--- config.mk ---
export PLATFORM = sky130hd
export DESIGN_NAME = jtr_test_regs
export DESIGN_NICKNAME = d
export VERILOG_FILES = /design/src/core/jtr_pkg.sv /design/src/core/jtr_scan_chain.sv /design/src/core/jtr_test_regs.sv
export SDC_FILE = /design/constraint.sdc
export NUM_CORES = 1
export LEC_CHECK = 0
export ABC_AREA = 1
export BUFFER_PORTS_ARGS = -buffer_cell sky130_fd_sc_hd__buf_2
export CORE_ASPECT_RATIO = 0.9
export CORE_MARGIN = 1.5
export CORE_UTILIZATION = 35
export DETAILED_ROUTE_END_ITERATION = 8
export PLACE_DENSITY = 0.64
export SLEW_MARGIN = 20
export SYNTH_ARGS = -nofsm -noshare
export SYNTH_HDL_FRONTEND = slang
export SYNTH_SLANG_ARGS = --single-unit
export TNS_END_PERCENT = 30
--- constraint.sdc ---
create_clock -name core_clk_i -period 3.9 [get_ports core_clk_i]
set_input_delay 0.195 -clock core_clk_i [delete_from_list [all_inputs] [get_ports core_clk_i]]
set_output_delay 0.195 -clock core_clk_i [all_outputs]
set_load 0.01 [all_outputs]
--- src/core/jtr_pkg.sv ---
// Constants, states and carrier types for the test data register block
package jtr_pkg;

    // Register widths and chain lengths
    localparam int unsigned ID_W   = 32;
    localparam int unsigned IR_W   = 4;
    localparam int unsigned SC_W   = 4;
    localparam int unsigned C0_LEN = 105;
    localparam int unsigned C1_LEN = 33;

    // Instruction codes
    localparam logic [3:0] INS_EXTEST = 4'h0;
    localparam logic [3:0] INS_SCAN_N = 4'h2;
    localparam logic [3:0] INS_INTEST = 4'hc;
    localparam logic [3:0] INS_IDCODE = 4'he;
    localparam logic [3:0] INS_BYPASS = 4'hf;

    // Capture patterns and reset chain
    localparam logic [3:0] IR_CAPTURE = 4'h1;
    localparam logic [3:0] SC_CAPTURE = 4'h8;
    localparam logic [3:0] SC_RESET   = 4'h3;

    // Chain numbers
    localparam logic [3:0] CH_CORE     = 4'h0;
    localparam logic [3:0] CH_DEBUG    = 4'h1;
    localparam logic [3:0] CH_DBG_PROG = 4'h2;
    localparam logic [3:0] CH_EXT      = 4'h3;
    localparam logic [3:0] CH_RSV_A    = 4'h4;
    localparam logic [3:0] CH_RSV_B    = 4'h8;
    localparam logic [3:0] CH_SYS_CTRL = 4'hf;

    // Identification code, value arbitrary
    localparam logic [31:0] ID_CODE = 32'h0a5a_0001;

    // Chain 0 layout: cells 0..40 input cells, 41..104 output cells,
    // of which 41..72 are data bus cells with an update latch
    localparam logic [C0_LEN-1:0] C0_IN_MASK  = {64'h0, 41'h1ff_ffff_ffff};
    localparam logic [C0_LEN-1:0] C0_UPD_MASK = {32'h0, 32'hffff_ffff, 41'h0};
    // Chain 1: 32 data cells and one breakpoint cell, all toward the core
    localparam logic [C1_LEN-1:0] C1_IN_MASK  = {1'h1, 32'hffff_ffff};
    localparam logic [C1_LEN-1:0] C1_UPD_MASK = {1'h0, 32'h0};

    // Sixteen-state test access controller
    typedef enum logic [3:0] {
        ST_TLR, ST_RTI,
        ST_SEL_DR, ST_CAP_DR, ST_SH_DR, ST_EX1_DR, ST_PAU_DR, ST_EX2_DR, ST_UPD_DR,
        ST_SEL_IR, ST_CAP_IR, ST_SH_IR, ST_EX1_IR, ST_PAU_IR, ST_EX2_IR, ST_UPD_IR
    } jtr_tap_state_t;

    // Strobes from the controller to one scan chain
    typedef struct packed {
        logic capture;
        logic shift;
        logic update;
        logic tdi;
    } jtr_scan_ctl_t;

endpackage

--- src/core/jtr_scan_chain.sv ---
// One internal scan chain: serial cells, cell muxes and optional update latches
module jtr_scan_chain
    import jtr_pkg::*;
#(
    parameter int unsigned      LEN      = 33,
    parameter logic [LEN-1:0]   UPD_MASK = '0
)
(
    input  wire logic           core_clk_i,
    input  wire logic           arst_n_i,
    input  wire jtr_scan_ctl_t  ctl_i,
    input  wire logic [LEN-1:0] norm_i,
    input  wire logic [LEN-1:0] test_en_i,
    output logic [LEN-1:0]      cell_o,
    output logic                serial_o
);

    logic [LEN-1:0] sr_q;
    logic [LEN-1:0] upd_q;
    logic [LEN-1:0] drive;

    // Capture copies each cell's normal signal, shift moves toward bit 0
    always_ff @(posedge core_clk_i or negedge arst_n_i)
    begin
        if (!arst_n_i)
            sr_q <= '0;
        else if (ctl_i.capture)
            sr_q <= norm_i; // RULE16
        else if (ctl_i.shift)
            sr_q <= {ctl_i.tdi, sr_q[LEN-1:1]};
    end

    // Update latch, only meaningful for cells in UPD_MASK
    always_ff @(posedge core_clk_i or negedge arst_n_i)
    begin
        if (!arst_n_i)
            upd_q <= '0;
        else if (ctl_i.update)
            upd_q <= sr_q; // RULE21
    end

    // No update stage elsewhere: those cells follow the shift directly
    assign drive = (UPD_MASK & upd_q) | (~UPD_MASK & sr_q);

    // Per-cell mux between normal path and scanned value
    always_ff @(posedge core_clk_i or negedge arst_n_i)
    begin
        if (!arst_n_i)
            cell_o <= '0;
        else
            cell_o <= (test_en_i & drive) | (~test_en_i & norm_i); // RULE17 RULE18
    end

    assign serial_o = sr_q[0];

endmodule // jtr_scan_chain

--- src/core/jtr_test_regs.sv ---
// Test data registers, instruction path and chain routing behind the test port
//
// Contract
// [RULE1] Capture-data loads fixed 32-bit identification code
// [RULE2] Identification read routes ID register, no parallel output
// [RULE3] Instruction register 4 bits, shifts in shift-IR
// [RULE4] Capture-IR loads 0001, shifts lsb first
// [RULE5] Update-IR makes shifted value current instruction
// [RULE6] Test logic reset selects identification read
// [RULE7] Chain select register 4 bits, shifts under select
// [RULE8] Capture loads 1000, shifts lsb first
// [RULE9] Update-data makes held chain number active
// [RULE10] Chain changes only by select; reset picks 3
// [RULE11] Chain, instruction, state, clock phases driven out
// [RULE12] Chain 3 or unassigned routes external chain
// [RULE13] Outside mux steers returns by chain number
// [RULE14] Chain numbers decode to fixed functions
// [RULE15] Chain 0 is 105, chain 1 33 bits
// [RULE16] Capture copies normal signal into each cell
// [RULE17] Cell mux picks normal or serial value
// [RULE18] System passes through; internal/external test drive
// [RULE19] Outside logic tolerates outputs toggling while shifting
// [RULE20] Internal test clocks core once in idle
// [RULE21] External test: data bus updates, core unclocked
// [RULE22] Chain 1 debug follows internal test procedure
// [RULE23] Inputs sampled rising, output changes falling edge
// [RULE24] Identification read uses code 1110
// [RULE25] Chain select uses code 0010
// [RULE26] External 0000, internal 1100 place chain
// [RULE27] Standard sixteen-state controller advanced by mode select
module jtr_test_regs
    import jtr_pkg::*;
(
    input  wire logic              core_clk_i,
    input  wire logic              arst_n_i,
    input  wire logic              test_clk_i,
    input  wire logic              test_mode_sel_i,
    input  wire logic              test_data_in_i,
    input  wire logic              test_reset_n_i,
    input  wire logic              ext_chain_serial_return_i,
    input  wire logic [C0_LEN-1:0] c0_norm_i,
    input  wire logic [C1_LEN-1:0] c1_norm_i,
    output logic                   test_data_out_o,
    output logic                   test_data_out_en_o,
    output logic                   ext_chain_serial_out_o,
    output logic [3:0]             active_chain_out_o,
    output logic [3:0]             current_instr_out_o,
    output logic [3:0]             tap_state_out_o,
    output logic                   test_clk_phase_a_o,
    output logic                   test_clk_phase_b_o,
    output logic                   core_step_o,
    output logic [C0_LEN-1:0]      c0_cell_o,
    output logic [C1_LEN-1:0]      c1_cell_o
);

    // Pin synchronisers: {clock, mode, data, reset, return}
    logic [4:0]     meta_q;
    logic [4:0]     sync_q;
    logic           tck_prev_q;
    logic           tck_s;
    logic           tms_s;
    logic           tdi_s;
    logic           trst_n_s;
    logic           ret_s;
    logic           rise;
    logic           fall;

    jtr_tap_state_t state_q;
    jtr_tap_state_t state_d;
    logic [3:0]     instr_q;
    logic [3:0]     ir_sh_q;
    logic [3:0]     chain_q;
    logic [3:0]     sc_sh_q;
    logic [ID_W-1:0] id_sh_q;
    logic           byp_q;
    logic           ext_out_q;
    logic           tdo_q;
    logic           tdo_en_q;
    logic           step_q;
    logic           ph_a_q;
    logic           ph_b_q;

    logic           test_ins;
    logic           ext_sel;
    logic           c0_sel;
    logic           c1_sel;
    logic           c0_ser;
    logic           c1_ser;
    logic           dr_bit;
    logic           cap_dr;
    logic           sh_dr;
    logic           upd_dr;
    jtr_scan_ctl_t  c0_ctl;
    jtr_scan_ctl_t  c1_ctl;
    logic [C0_LEN-1:0] c0_en;
    logic [C1_LEN-1:0] c1_en;

    // Two flops on every pin; only stage two is read
    always_ff @(posedge core_clk_i or negedge arst_n_i)
    begin
        if (!arst_n_i)
        begin
            meta_q <= 5'h00;
            sync_q <= 5'h00;
        end
        else
        begin
            meta_q <= {test_clk_i, test_mode_sel_i, test_data_in_i,
                       test_reset_n_i, ext_chain_serial_return_i};
            sync_q <= meta_q;
        end
    end

    assign tck_s    = sync_q[4];
    assign tms_s    = sync_q[3];
    assign tdi_s    = sync_q[2];
    assign trst_n_s = sync_q[1];
    assign ret_s    = sync_q[0];

    // Edge finder on the synchronised test clock
    always_ff @(posedge core_clk_i or negedge arst_n_i)
    begin
        if (!arst_n_i)
            tck_prev_q <= 1'b0;
        else
            tck_prev_q <= tck_s;
    end

    // Mode and data are aligned with the clock, so sampling at rise is safe
    assign rise = tck_s & ~tck_prev_q; // RULE23
    assign fall = ~tck_s & tck_prev_q;

    // Controller next state
    always_comb
    begin
        unique case (state_q) // RULE27
            ST_TLR:    state_d = tms_s ? ST_TLR : ST_RTI;
            ST_RTI:    state_d = tms_s ? ST_SEL_DR : ST_RTI;
            ST_SEL_DR: state_d = tms_s ? ST_SEL_IR : ST_CAP_DR;
            ST_CAP_DR: state_d = tms_s ? ST_EX1_DR : ST_SH_DR;
            ST_SH_DR:  state_d = tms_s ? ST_EX1_DR : ST_SH_DR;
            ST_EX1_DR: state_d = tms_s ? ST_UPD_DR : ST_PAU_DR;
            ST_PAU_DR: state_d = tms_s ? ST_EX2_DR : ST_PAU_DR;
            ST_EX2_DR: state_d = tms_s ? ST_UPD_DR : ST_SH_DR;
            ST_UPD_DR: state_d = tms_s ? ST_SEL_DR : ST_RTI;
            ST_SEL_IR: state_d = tms_s ? ST_TLR : ST_CAP_IR;
            ST_CAP_IR: state_d = tms_s ? ST_EX1_IR : ST_SH_IR;
            ST_SH_IR:  state_d = tms_s ? ST_EX1_IR : ST_SH_IR;
            ST_EX1_IR: state_d = tms_s ? ST_UPD_IR : ST_PAU_IR;
            ST_PAU_IR: state_d = tms_s ? ST_EX2_IR : ST_PAU_IR;
            ST_EX2_IR: state_d = tms_s ? ST_UPD_IR : ST_SH_IR;
            ST_UPD_IR: state_d = tms_s ? ST_SEL_DR : ST_RTI;
        endcase
    end

    // Controller state; the test reset pin forces logic reset
    always_ff @(posedge core_clk_i or negedge arst_n_i)
    begin
        if (!arst_n_i)
            state_q <= ST_TLR;
        else if (!trst_n_s)
            state_q <= ST_TLR;
        else if (rise)
            state_q <= state_d; // RULE27
    end

    // Instruction shift register
    always_ff @(posedge core_clk_i or negedge arst_n_i)
    begin
        if (!arst_n_i)
            ir_sh_q <= IR_CAPTURE;
        else if (rise && state_q == ST_CAP_IR)
            ir_sh_q <= IR_CAPTURE; // RULE4
        else if (rise && state_q == ST_SH_IR)
            ir_sh_q <= {tdi_s, ir_sh_q[IR_W-1:1]}; // RULE3 RULE4
    end

    // Current instruction
    always_ff @(posedge core_clk_i or negedge arst_n_i)
    begin
        if (!arst_n_i)
            instr_q <= INS_IDCODE;
        else if (!trst_n_s || state_q == ST_TLR)
            instr_q <= INS_IDCODE; // RULE6
        else if (rise && state_q == ST_UPD_IR)
            instr_q <= ir_sh_q; // RULE5
    end

    assign cap_dr = rise && state_q == ST_CAP_DR;
    assign sh_dr  = rise && state_q == ST_SH_DR;
    assign upd_dr = rise && state_q == ST_UPD_DR;

    // Identification register; read only, never drives anything in parallel
    always_ff @(posedge core_clk_i or negedge arst_n_i)
    begin
        if (!arst_n_i)
            id_sh_q <= '0;
        else if (cap_dr && instr_q == INS_IDCODE) // RULE24
            id_sh_q <= ID_CODE; // RULE1
        else if (sh_dr && instr_q == INS_IDCODE)
            id_sh_q <= {tdi_s, id_sh_q[ID_W-1:1]}; // RULE2
    end

    // Chain select shift register
    always_ff @(posedge core_clk_i or negedge arst_n_i)
    begin
        if (!arst_n_i)
            sc_sh_q <= SC_CAPTURE;
        else if (cap_dr && instr_q == INS_SCAN_N) // RULE25
            sc_sh_q <= SC_CAPTURE; // RULE8
        else if (sh_dr && instr_q == INS_SCAN_N)
            sc_sh_q <= {tdi_s, sc_sh_q[SC_W-1:1]}; // RULE7 RULE8
    end

    // Active chain moves only on a chain-select update or a reset
    always_ff @(posedge core_clk_i or negedge arst_n_i)
    begin
        if (!arst_n_i)
            chain_q <= SC_RESET; // RULE10
        else if (!trst_n_s || state_q == ST_TLR)
            chain_q <= SC_RESET; // RULE10
        else if (upd_dr && instr_q == INS_SCAN_N)
            chain_q <= sc_sh_q; // RULE9
    end

    // One-bit bypass for every other non-test instruction, and for tests of chains 2, 4, 8 and 15
    always_ff @(posedge core_clk_i or negedge arst_n_i)
    begin
        if (!arst_n_i)
            byp_q <= 1'b0;
        else if (cap_dr)
            byp_q <= 1'b0;
        else if (sh_dr)
            byp_q <= tdi_s;
    end

    // Chain decode; 2, 4, 8 and 15 have no cells here and fall back to bypass
    assign test_ins = instr_q == INS_EXTEST || instr_q == INS_INTEST; // RULE26
    assign c0_sel   = test_ins && chain_q == CH_CORE; // RULE14
    assign c1_sel   = test_ins && chain_q == CH_DEBUG; // RULE14
    assign ext_sel  = test_ins && chain_q != CH_CORE && chain_q != CH_DEBUG
                      && chain_q != CH_DBG_PROG && chain_q != CH_RSV_A
                      && chain_q != CH_RSV_B && chain_q != CH_SYS_CTRL; // RULE12 RULE14

    // Strobes to the internal chains
    assign c0_ctl = '{capture: cap_dr & c0_sel, shift: sh_dr & c0_sel,
                      update: upd_dr & c0_sel, tdi: tdi_s};
    assign c1_ctl = '{capture: cap_dr & c1_sel, shift: sh_dr & c1_sel,
                      update: upd_dr & c1_sel, tdi: tdi_s};

    // Internal test drives core inputs, external test drives system outputs
    always_comb
    begin
        c0_en = '0;
        c1_en = '0;
        if (c0_sel && instr_q == INS_INTEST)
            c0_en = C0_IN_MASK; // RULE18 RULE20
        else if (c0_sel)
            c0_en = ~C0_IN_MASK; // RULE18 RULE21
        if (c1_sel && instr_q == INS_INTEST)
            c1_en = C1_IN_MASK; // RULE22
        else if (c1_sel)
            c1_en = ~C1_IN_MASK; // RULE22
    end

    jtr_scan_chain #(
        .LEN      (C0_LEN),
        .UPD_MASK (C0_UPD_MASK)
    ) u_chain0 ( // RULE15
        .core_clk_i (core_clk_i),
        .arst_n_i   (arst_n_i),
        .ctl_i      (c0_ctl),
        .norm_i     (c0_norm_i),
        .test_en_i  (c0_en),
        .cell_o     (c0_cell_o),
        .serial_o   (c0_ser)
    );

    jtr_scan_chain #(
        .LEN      (C1_LEN),
        .UPD_MASK (C1_UPD_MASK)
    ) u_chain1 ( // RULE15
        .core_clk_i (core_clk_i),
        .arst_n_i   (arst_n_i),
        .ctl_i      (c1_ctl),
        .norm_i     (c1_norm_i),
        .test_en_i  (c1_en),
        .cell_o     (c1_cell_o),
        .serial_o   (c1_ser)
    );

    // Serial feed to the external chain; outside mux picks its return
    always_ff @(posedge core_clk_i or negedge arst_n_i)
    begin
        if (!arst_n_i)
            ext_out_q <= 1'b0;
        else if (sh_dr && ext_sel)
            ext_out_q <= tdi_s; // RULE12 RULE13
    end

    // Data path mux toward test data out
    always_comb
    begin
        if (instr_q == INS_IDCODE)
            dr_bit = id_sh_q[0]; // RULE2
        else if (instr_q == INS_SCAN_N)
            dr_bit = sc_sh_q[0]; // RULE7
        else if (c0_sel)
            dr_bit = c0_ser;
        else if (c1_sel)
            dr_bit = c1_ser;
        else if (ext_sel)
            dr_bit = ret_s; // RULE12
        else
            dr_bit = byp_q;
    end

    // Output moves only on the falling test clock edge
    always_ff @(posedge core_clk_i or negedge arst_n_i)
    begin
        if (!arst_n_i)
        begin
            tdo_q    <= 1'b0;
            tdo_en_q <= 1'b0;
        end
        else if (fall)
        begin
            tdo_q    <= (state_q == ST_SH_IR) ? ir_sh_q[0] : dr_bit; // RULE23 RULE3
            tdo_en_q <= state_q == ST_SH_IR || state_q == ST_SH_DR;
        end
    end

    // Single core step from idle; never under external test
    always_ff @(posedge core_clk_i or negedge arst_n_i)
    begin
        if (!arst_n_i)
            step_q <= 1'b0;
        else
            step_q <= rise && state_q == ST_RTI && instr_q == INS_INTEST
                      && (c0_sel || c1_sel); // RULE20 RULE21 RULE22
    end

    // Two non-overlapping phases rebuilt from the sampled clock
    always_ff @(posedge core_clk_i or negedge arst_n_i)
    begin
        if (!arst_n_i)
        begin
            ph_a_q <= 1'b0;
            ph_b_q <= 1'b0;
        end
        else
        begin
            ph_a_q <= tck_s & tck_prev_q;
            ph_b_q <= ~tck_s & ~tck_prev_q;
        end
    end

    // Status outputs for deriving external chain control
    assign active_chain_out_o     = chain_q; // RULE11
    assign current_instr_out_o    = instr_q; // RULE11
    assign tap_state_out_o        = 4'(state_q); // RULE11
    assign test_clk_phase_a_o     = ph_a_q;
    assign test_clk_phase_b_o     = ph_b_q;
    assign test_data_out_o        = tdo_q;
    assign test_data_out_en_o     = tdo_en_q;
    assign ext_chain_serial_out_o = ext_out_q;
    assign core_step_o            = step_q;

endmodule // jtr_test_regs

# Word-level counts from Yosys, hierarchy flattened
# Index checks and enable logic that the tools add are counted.
totals:
  ff_bits: 419
  inputBits: 145
  out_inout_bits: 156
  word_cells: 151
op_classes:
  eq_ne: 25
  muxes: 40
  n_bitwise: 20
  reduce_logical: 45
op_table:
  columns: ["cell", "n"]
  rows:
  - ["105-bit two-way mux", 4]
  - ["105-bit bitwise AND", 2]
  - ["105-bit inverter", 1]
  - ["105-bit bitwise OR", 1]
  - ["73-bit by 105-bit bitwise OR with 105-bit output", 1]
  - ["33-bit two-way mux", 3]
  - ["33-bit bitwise AND", 2]
  - ["32-bit two-way mux", 2]
  - ["4-bit two-way mux", 14]
  - ["4-bit case mux with 12 select lines", 1]
  - ["4-bit equality test (second input constant)", 10]
  - ["33-bit inverter", 1]
  - ["33-bit bitwise OR", 1]
  - ["1-bit logical AND", 25]
  - ["4-bit by 3-bit equality test with 1-bit output (second input constant)", 4]
  - ["2-bit nonzero test", 8]
  - ["4-bit by 2-bit equality test with 1-bit output (second input constant)", 3]
  - ["4-bit zero test", 3]
  - ["1-bit two-way mux", 11]
  - ["1-bit bitwise AND", 9]
  - ["4-bit by 1-bit equality test with 1-bit output (second input constant)", 2]
  - ["4-bit inequality test (second input constant)", 2]
  - ["2-bit two-way mux", 3]
  - ["3-bit two-way mux", 2]
  - ["10 further kinds", 15]

# Logic depth before layout (Yosys ltp)
# Gate-level depths: netlist of the first run.
depth:
  word_depth: 14
  mapped_depth: 14
  mapped_depth_nobuf: 14

# Modules after synthesis
# From an unflattened synthesis of the first run, not the netlist that was laid out.
hier_totals:
  hier_cells: 2061
  hier_area_um2: 16509.6
by_module_without_submodules:
  columns: ["module", "n_inst", "cells_per_inst", "area_each_um2", "seq_area_each_um2"]
  rows:
  - ["jtr_scan_chain (u_chain0)", 1, 1306, 10304.9, 6055.8]
  - ["jtr_test_regs", 1, 376, 3248.1, 1760.4]
  - ["jtr_scan_chain (u_chain1)", 1, 379, 2956.6, 1651.6]

# Worst setup path after synthesis of the first run
# No wires, ideal clock.
synth_timing:
  path_kind: "reg2reg"
  startpoint: "register instr_q[1] (netlist: current_instr_out_o[1])"
  endpoint: "register u_chain0.cell_o[45]"
  setup_time_ns: 0.125
  t_arrival_ns: 1.646
  required_ns: 3.775
  path_slack_ns: 2.129
  path_stages_with_launch: 9
  path_buffers: 1
  synth_period_minus_slack_ns: 1.771
  path_cell_list: "dfstp_2 nor2_1 nand2_1 nand2_2 nand2_2 inv_2 nand2_1 buf_2 mux2_2"
synth_via:
  elab_chain_cells: 8
  elab_cells_between_ends: 11
  classes_between: "eq/ne: 1; mux: 2; bitwise: 4; reduce/logical: 4"
synth_lines:
  columns: ["element", "line", "text"]
  rows:
  - ["from (decl)", "jtr_test_regs.sv:70", "logic [3:0] instr_q;"]
  - ["from (signal assigned)", "jtr_test_regs.sv:186", "instr_q <= ir_sh_q;"]
  - ["4-bit equality test / 4-bit zero test (equally long branches)", "jtr_test_regs.sv:238, jtr_test_regs.sv:256", null]
  - ["1-bit logical OR", "jtr_test_regs.sv:238", "assign test_ins = instr_q == INS_EXTEST || instr_q == INS_INTEST;"]
  - ["1-bit logical AND", "jtr_test_regs.sv:239", "assign c0_sel = test_ins && chain_q == CH_CORE;"]
  - ["105-bit two-way mux / 1-bit logical AND (equally long branches)", "jtr_test_regs.sv:258, jtr_test_regs.sv:256", null]
  - ["105-bit two-way mux (*)", "jtr_test_regs.sv:256", "if (c0_sel && instr_q == INS_INTEST)"]
  - ["105-bit inverter", "jtr_scan_chain.sv:51", "cell_o <= (test_en_i & drive) | (~test_en_i & norm_i);"]
  - ["105-bit bitwise AND", "jtr_scan_chain.sv:51", null]
  - ["105-bit bitwise OR (*)", "jtr_scan_chain.sv:51", null]
  - ["to (signal assigned)", "jtr_scan_chain.sv:51", null]
  - ["to (decl)", "jtr_scan_chain.sv:14", "output logic [LEN-1:0] cell_o,"]
# Every way passes the cells marked *; elsewhere a longest branch is shown, timed or not.
# A chain may end at the register's enable or synchronous reset.

# Worst setup path after layout of the first run
layout_timing:
  startpoint: "register chain_q[0] (netlist: active_chain_out_o[0])"
  endpoint: "register u_chain1.sr_q[24] (netlist: u_chain1.drive[24])"
layout_via:
  elab_chain_cells: 4
  elab_cells_between_ends: 6
  classes_between: "eq/ne: 1; mux: 1; bitwise: 2; reduce/logical: 2"
layout_lines:
  columns: ["element", "line", "text"]
  rows:
  - ["from (decl)", "jtr_test_regs.sv:72", "logic [3:0] chain_q;"]
  - ["from (signal assigned)", "jtr_test_regs.sv:223", "chain_q <= sc_sh_q;"]
  - ["4-bit by 1-bit equality test with 1-bit output (*)", "jtr_test_regs.sv:240", "assign c1_sel = test_ins && chain_q == CH_DEBUG;"]
  - ["1-bit logical AND (*)", "jtr_test_regs.sv:240", null]
  - ["1-bit bitwise AND", "jtr_test_regs.sv:248", "assign c1_ctl = '{capture: cap_dr & c1_sel, shift: sh_dr & c1_sel,"]
  - ["33-bit two-way mux / 2-bit nonzero test (equally long branches)", null, null]
  - ["to (signal assigned)", "jtr_scan_chain.sv:28", "sr_q <= norm_i;"]
  - ["to (signal assigned)", "jtr_scan_chain.sv:30", "sr_q <= {ctl_i.tdi, sr_q[LEN-1:1]};"]
  - ["to (decl)", "jtr_scan_chain.sv:18", "logic [LEN-1:0] sr_q;"]
# Marks and branches as above.

==> results.py, run 1 <==
metrics = {
    "clocking": {
        "hold_buffers": 144,
        "clock_path_buffers": 3,
        "ctsRootBufferMaster": "clkbuf_16",
        "htree_levels": 2,
        "cts_resized": 0,
        "cts_tree": "yes",
        "cts_buffers": 42,
        "insertion_delay_ns": 0.56,
        "clk_pin_slew_ns": 0.06,
        "clkSinkCount": 378,
        "cts_setup_buffers": 0,
    },
    "layout": {
        "area.sequential_um2": 9470,
        "multi_input_area_um2": 5540,
        "areaGrowthSynthToFinish_pct": 29.1,
        "fin_area_um2": 21000,
        "post_route_cells_drive_above_1_share_pct": 31.9,
        "fillCellCount": 4258,
        "nets": 2056,
    },
    "sta": {
        "worst_pin_slew_ns": 1.11,
        "timing.final.ws_setup_ns": 1.10,
        "tns_ns": 0,
        "hold_viol_final": 0,
        "drv_slew": 0,
        "max_freq_mhz": 357,
        "period_share_pct": 71.8,
        "fin_crit_ns": 2.80,
        "finalSetupViolCount": 0,
        "fin_skew_ns": 0.0179,
        "grt_setup_unrepaired": "false",
        "slew_headroom_pct": 26.0,
    },
    "power_and_ir_drop": {
        "power_density_nw_per_um2": 398,
        "power_leakage_uw": 0.00995,
        "ir_worst_vdd_v": 0.000261,
    },
    "yosys": {
        "synth_warnings": 0,
        "synthTopCellsByCount": "371 x dfrtp_1, 245 x nand2_1, 178 x inv_1",
        "synth_ff_type": "dfrtp_1",
        "synthArstFlopShare_pct": 100,
        "synth_area_um2": 16200,
        "synth_edf_count": 0,
        "yosysUniqueCellTypes": 37,
        "syn_nets": 1649,
        "ys_ff_latch": 378,
        "yosys-top-cells-area": "dfrtp_1 57%, o221ai_2 8.3%, nand2_1 5.7%",
        "netlist_instances": 1504,
        "yosysTopAreaCell": "dfrtp_1",
        "synth_top_area_share_pct": 57.2,
        "syn_area_per_cell_um2": 10.8,
        "synth_most_common_cell": "dfrtp_1",
        "yosysSeqAreaShare_pct": 58.3,
    },
    "floorplanning": {
        "io_pins": 301,
        "die_h_um": 207,
        "core_um2": 45600,
        "die_w_um": 230,
        "die_area_um2": 47700,
        "start_util_pct": 35.7,
        "rows": 74,
    },
    "grt": {
        "grt_overflow": 0,
        "grt_pass1_vias": 12900,
        "grt_max_degree": 116,
        "grt_usage_pct": 17.7,
        "antenna_found_initial": 5,
        "grt_pass1_wl_mm": 69.0,
    },
    "routing": {
        "via_per_inst": 4.91,
        "wl_per_cell_um": 16.6,
        "vias": 12500,
        "dr.pass1.iters": 5,
        "antenna_left": 0,
        "drc": 0,
        "drt_iter0_markers": 903,
        "wirelength_mm": 42.3,
    },
    "status": {
        "status": "complete, no violations",
    },
    "worst_setup_path": {
        "endpoint_kind": "flop",
        "crit_required_ns": 4.36,
        "crit_type": "flop to flop",
        "cp-start-kind": "flop",
        "worst_r2r_path_depth": 8,
        "path_max_fanout": 64,
        "crit_arrival_ns": 3.26,
    },
    "run": {
        "drv_cap": 0,
    },
    "placed_design": {
        "gp_congestion": 0.868,
        "io_buffers": 300,
        "place_area_um2": 18200,
        "place_hpwl_mm": 27.0,
        "dp_slack_ns": 1.28,
    },
    "min_path": {
        "hold_class": "input port to async pin",
    },
}
## state kept, by name, indices dropped and copies added (netlist names), 4 cells and up
| register | cells |
|---|---|
| u_chain0.cell_o | 105 |
| sc_sh_q | 4 |
| u_chain0.sr_q | 105 |
| u_chain0.upd_q | 32 |
| u_chain1.cell_o | 33 |
| tap_state_out_o | 4 |
| u_chain1.drive | 33 |
| active_chain_out_o | 4 |
| sync_q | 5 |
| meta_q | 5 |
| current_instr_out_o | 4 |
| id_sh_q | 32 |
| ir_sh_q | 4 |
## kinds of logic after synthesis
kind of cell	after synthesis	share of synthesized area, %
AOI/OAI and AO/OA	459	22.7
and+or+nand+nor	343	8.81
buffers and inverters	290	7.80
DFF	378	58.3
muxes	34	2.36
## routing by layer
layer | GRT usage [%] | routed length, um | up-vias
li1 | - | - | 5963
met1 | 23.1 | 18400 | 6180
met2 | 29.0 | 20500 | 325
met3 | 3.93 | 2320 | 78
met4 | 6.22 | 1080 | 0
met5 | 0 | 0 | -
## worst paths after layout
path / endpoint / startpoint / slack [ns]
setup / recovery: u_chain1.drive[24] / active_chain_out_o[0] / 1.10
hold / removal: u_chain1.drive[8] / arst_n_i / 0.26
setup reg to reg: u_chain1.drive[24] / active_chain_out_o[0] / 1.10
hold reg to reg: sync_q[0] / meta_q[0] / 0.35
max in group asynchronous: active_chain_out_o[0] / arst_n_i / 2.61
min in group core_clk_i: meta_q[2] / test_data_in_i / 0.29
## metrics by stage
stage | cells | total power [uW] | utilization [%] | hold WS (ns)
2_1_floorplan | 1504 | 4220 | - | -0.101
3_3_place_gp | 2331 | 4520 | 40.0 | 0.303
3_5_place_dp | 2331 | 4520 | 40.0 | 0.304
4_1_cts | 2548 | 8480 | 46.0 | 0.243
5_1_grt | 2553 | 8700 | 46.0 | 0.270
6_report | 2553 | 8350 | 46.0 | 0.263
## placed cells by master (no fill, tap or decap), types with 2 or more instances in the layout
| cell type | netlist | routed |
|---|---|---|
| nand2_1 | 245 | 242 |
| o21ai_2 | 80 | 80 |
| a21oi_1 | 14 | 14 |
| clkinv_2 | 0 | 7 |
| buf_12 | 0 | 6 |
| o21ai_1 | 57 | 57 |
| inv_1 | 178 | 178 |
| nand2_4 | 2 | 3 |
| buf_4 | 6 | 12 |
| o221ai_1 | 46 | 46 |
| clkbuf_1 | 28 | 15 |
| diode_2 | 0 | 5 |
| o31ai_1 | 3 | 3 |
| nand4_1 | 3 | 3 |
| nand2_2 | 3 | 4 |
| inv_2 | 12 | 12 |
| nand3_1 | 32 | 32 |
| dfrtp_1 | 371 | 371 |
| clkinvlp_4 | 0 | 3 |
| clkbuf_16 | 0 | 43 |
| nor2_4 | 3 | 3 |
| a31oi_1 | 2 | 2 |
| nor2_2 | 5 | 6 |
| clkinv_8 | 0 | 3 |
| nor2_1 | 38 | 37 |
| o21ai_0 | 163 | 163 |
| mux2_2 | 34 | 34 |
| bufinv_16 | 0 | 2 |
| o221ai_2 | 90 | 90 |
| dlygate4sd3_1 | 0 | 144 |
| buf_2 | 49 | 299 |
| nor3_1 | 8 | 8 |
| dfstp_2 | 7 | 7 |
## report_power, final
part	total [uW]	internal (uW)	switching, uW
clock	3790	2190	1600
sequential	4040	4000	31.9
combinational	524	245	279
## critical path, cell delays in order (launching register included)
cell      delay [ns]
dfstp_2         0.57
inv_1           0.06
nor3_1          0.40
nand2_1         0.26
inv_2           0.09
nand2_1         0.10
inv_2           0.73
o221ai_1        0.29
o21ai_1         0.17
## final cells by class
class | count | share of cell area [%]
Inverter | 191 | 3.48
Sequential cell | 378 | 45.2
Multi-Input combinational cell | 836 | 26.4
Antenna cell | 5 | 0.0597
Timing Repair Buffer | 462 | 15.1
Clock buffer | 59 | 5.47
Clock inverter | 14 | 0.716
Tap cell | 608 | 3.63
Power figures use the tool's default switching activity.
==> run 2: changes to the inputs <==
clock period = 2.7 ns   (was 3.9 ns; I/O delays follow)
==> results.py, run 2 (synthesis gave the netlist of run 1 again) <==
metrics = {
    "routing": {
        "dr.pass1.iters": 5,
        "wl_per_cell_um": 16.5,
        "drc": 0,
        "vias": 12500,
        "via_per_inst": 4.88,
        "drt_iter0_markers": 876,
        "wirelength_mm": 42.4,
        "antenna_left": 0,
    },
    "sta": {
        "hold_viol_final": 0,
        "tns_ns": 0,
        "fin_crit_ns": 2.32,
        "slew_headroom_pct": 35.6,
        "finalSetupViolCount": 0,
        "grt_setup_unrepaired": "false",
        "worst_pin_slew_ns": 0.966,
        "period_share_pct": 85.8,
        "drv_slew": 0,
        "fin_skew_ns": 0.0160,
        "timing.final.ws_setup_ns": 0.384,
        "max_freq_mhz": 432,
    },
    "worst_setup_path": {
        "endpoint_kind": "flop",
        "cpMaxStageDelayCell": "buf_4",
        "crit_arrival_ns": 2.79,
        "crit_chain": "nand2_2, nor2_4, nand2_8, buf_4, nor3_1, o31ai_1",
        "cp-startpoint": "tap_state_out_o[0]",
        "worst-r2r-setup-slack_ns": 0.38,
        "r2r-end": "u_chain0.sr_q[104]",
        "path_max_fanout": 58,
        "crit_type": "flop to flop",
        "crit_required_ns": 3.17,
        "max_stage_delay_ns": 0.78,
        "rr_startpoint": "tap_state_out_o[0]",
        "crit_family": "buffers and inverters",
        "critPathBufInv": 1,
        "worst_r2r_path_depth": 6,
        "cp-start-kind": "flop",
        "path_depth": 6,
    },
    "status": {
        "status": "complete, no violations",
    },
    "floorplanning": {
        "die_area_um2": 47700,
        "start_util_pct": 35.7,
        "core_um2": 45600,
        "io_pins": 301,
        "die_w_um": 230,
        "rows": 74,
        "die_h_um": 207,
    },
    "grt": {
        "grt_pass1_vias": 13000,
        "grt_usage_pct": 17.8,
        "grt_pass1_wl_mm": 69.4,
        "antenna_found_initial": 2,
        "grt_overflow": 0,
        "grt_max_degree": 84,
    },
    "clocking": {
        "clock_path_buffers": 3,
        "cts_setup_buffers": 0,
        "cts_buffers": 42,
        "insertion_delay_ns": 0.56,
        "hold_buffers": 144,
        "clkSinkCount": 378,
        "cts_resized": 0,
        "clk_pin_slew_ns": 0.06,
        "htree_levels": 2,
        "cts_tree": "yes",
        "ctsRootBufferMaster": "clkbuf_16",
    },
    "layout": {
        "areaGrowthSynthToFinish_pct": 31.2,
        "post_route_cells_drive_above_1_share_pct": 32.7,
        "fillCellCount": 4211,
        "mostFrequentLayoutCell": "dfrtp_1",
        "area.sequential_um2": 9470,
        "reg_top3": "u_chain0.cell_o x105, u_chain0.sr_q x105",
        "final_cell_mix": "371 x dfrtp_1, 299 x buf_2, 242 x nand2_1",
        "nets": 2069,
        "multi_input_area_um2": 5530,
        "fin_area_um2": 21300,
    },
    "power_and_ir_drop": {
        "netSwitchingPower_uw": 2880,
        "seqPwrFrac_pct": 46.3,
        "power_uw": 12600,
        "comb_power_share_pct": 6.1,
        "clkPwrFrac_pct": 47.6,
        "p_int_uw": 9730,
        "power_leakage_uw": 0.0101,
        "ir_worst_vdd_v": 0.000386,
        "swShare_pct": 22.8,
        "power_density_nw_per_um2": 592,
    },
    "placed_design": {
        "dp_slack_ns": 0.318,
        "gp_congestion": 0.829,
        "place_hpwl_mm": 27.2,
        "io_buffers": 300,
        "place_area_um2": 18400,
    },
    "min_path": {
        "hold_class": "input port to async pin",
    },
    "run": {
        "drv_cap": 0,
    },
}
## run 2: cell count changes in the layout (fill, tap and decap cells not counted), sizes merged
cell and delta:
clkinv -1, inv +2, clkbuf -3, diode -4, bufinv +4, buf +13
## run 2: metrics by stage
step | utilization [%] | cells | hold slack [ns]
after CTS | 46.8 | 2563 | 0.174
after global placement | 40.4 | 2344 | 0.210
final | 46.8 | 2564 | 0.203
after global routing | 46.8 | 2564 | 0.189
after floorplan | - | 1504 | -0.161
after detailed placement | 40.4 | 2344 | 0.216
## run 2: how the worst max path moves through the flow
stage,end,slack (ns)
after floorplan,u_chain0.cell_o[45],0.93
after global placement,u_chain0.sr_q[104],0.37
after detailed placement,u_chain0.sr_q[104],0.32
after CTS,u_chain0.sr_q[104],0.31
after global routing,u_chain0.sr_q[104],0.19
final,u_chain0.sr_q[104],0.38
## run 2: worst register-to-register path: stages (launching register included)
cell	delay, ns
dfrtp_1	0.50
nand2_2	0.17
nor2_4	0.07
nand2_8	0.30
buf_4	0.80
nor3_1	0.13
o31ai_1	0.25
## run 2: power by group through the flow
stage	Clock [uW]	Sequential [uW]	Combinational (uW)
3_5_place_dp	0	5930	614
3_3_place_gp	0	5930	606
6_report	6010	5830	771
2_1_floorplan	0	5980	108
4_1_cts	6180	5830	784
5_1_grt	6390	5840	852
## run 2: final cells by class
type | instances | share of cell area [%]
Antenna cell | 1 | 0.0117
Clock buffer | 56 | 5.37
Clock inverter | 19 | 1.40
Inverter | 191 | 3.42
Multi-Input combinational cell | 836 | 26.0
Sequential cell | 378 | 44.4
Tap cell | 608 | 3.57
Timing Repair Buffer | 475 | 15.8
## run 2: per-layer routing
| metal | wire [um] | track usage, % |
|---|---|---|
| met4 | 1070 | 5.75 |
| met2 | 20600 | 29.4 |
| met3 | 1800 | 3.26 |
| met5 | 12 | 0 |
| met1 | 19000 | 23.7 |
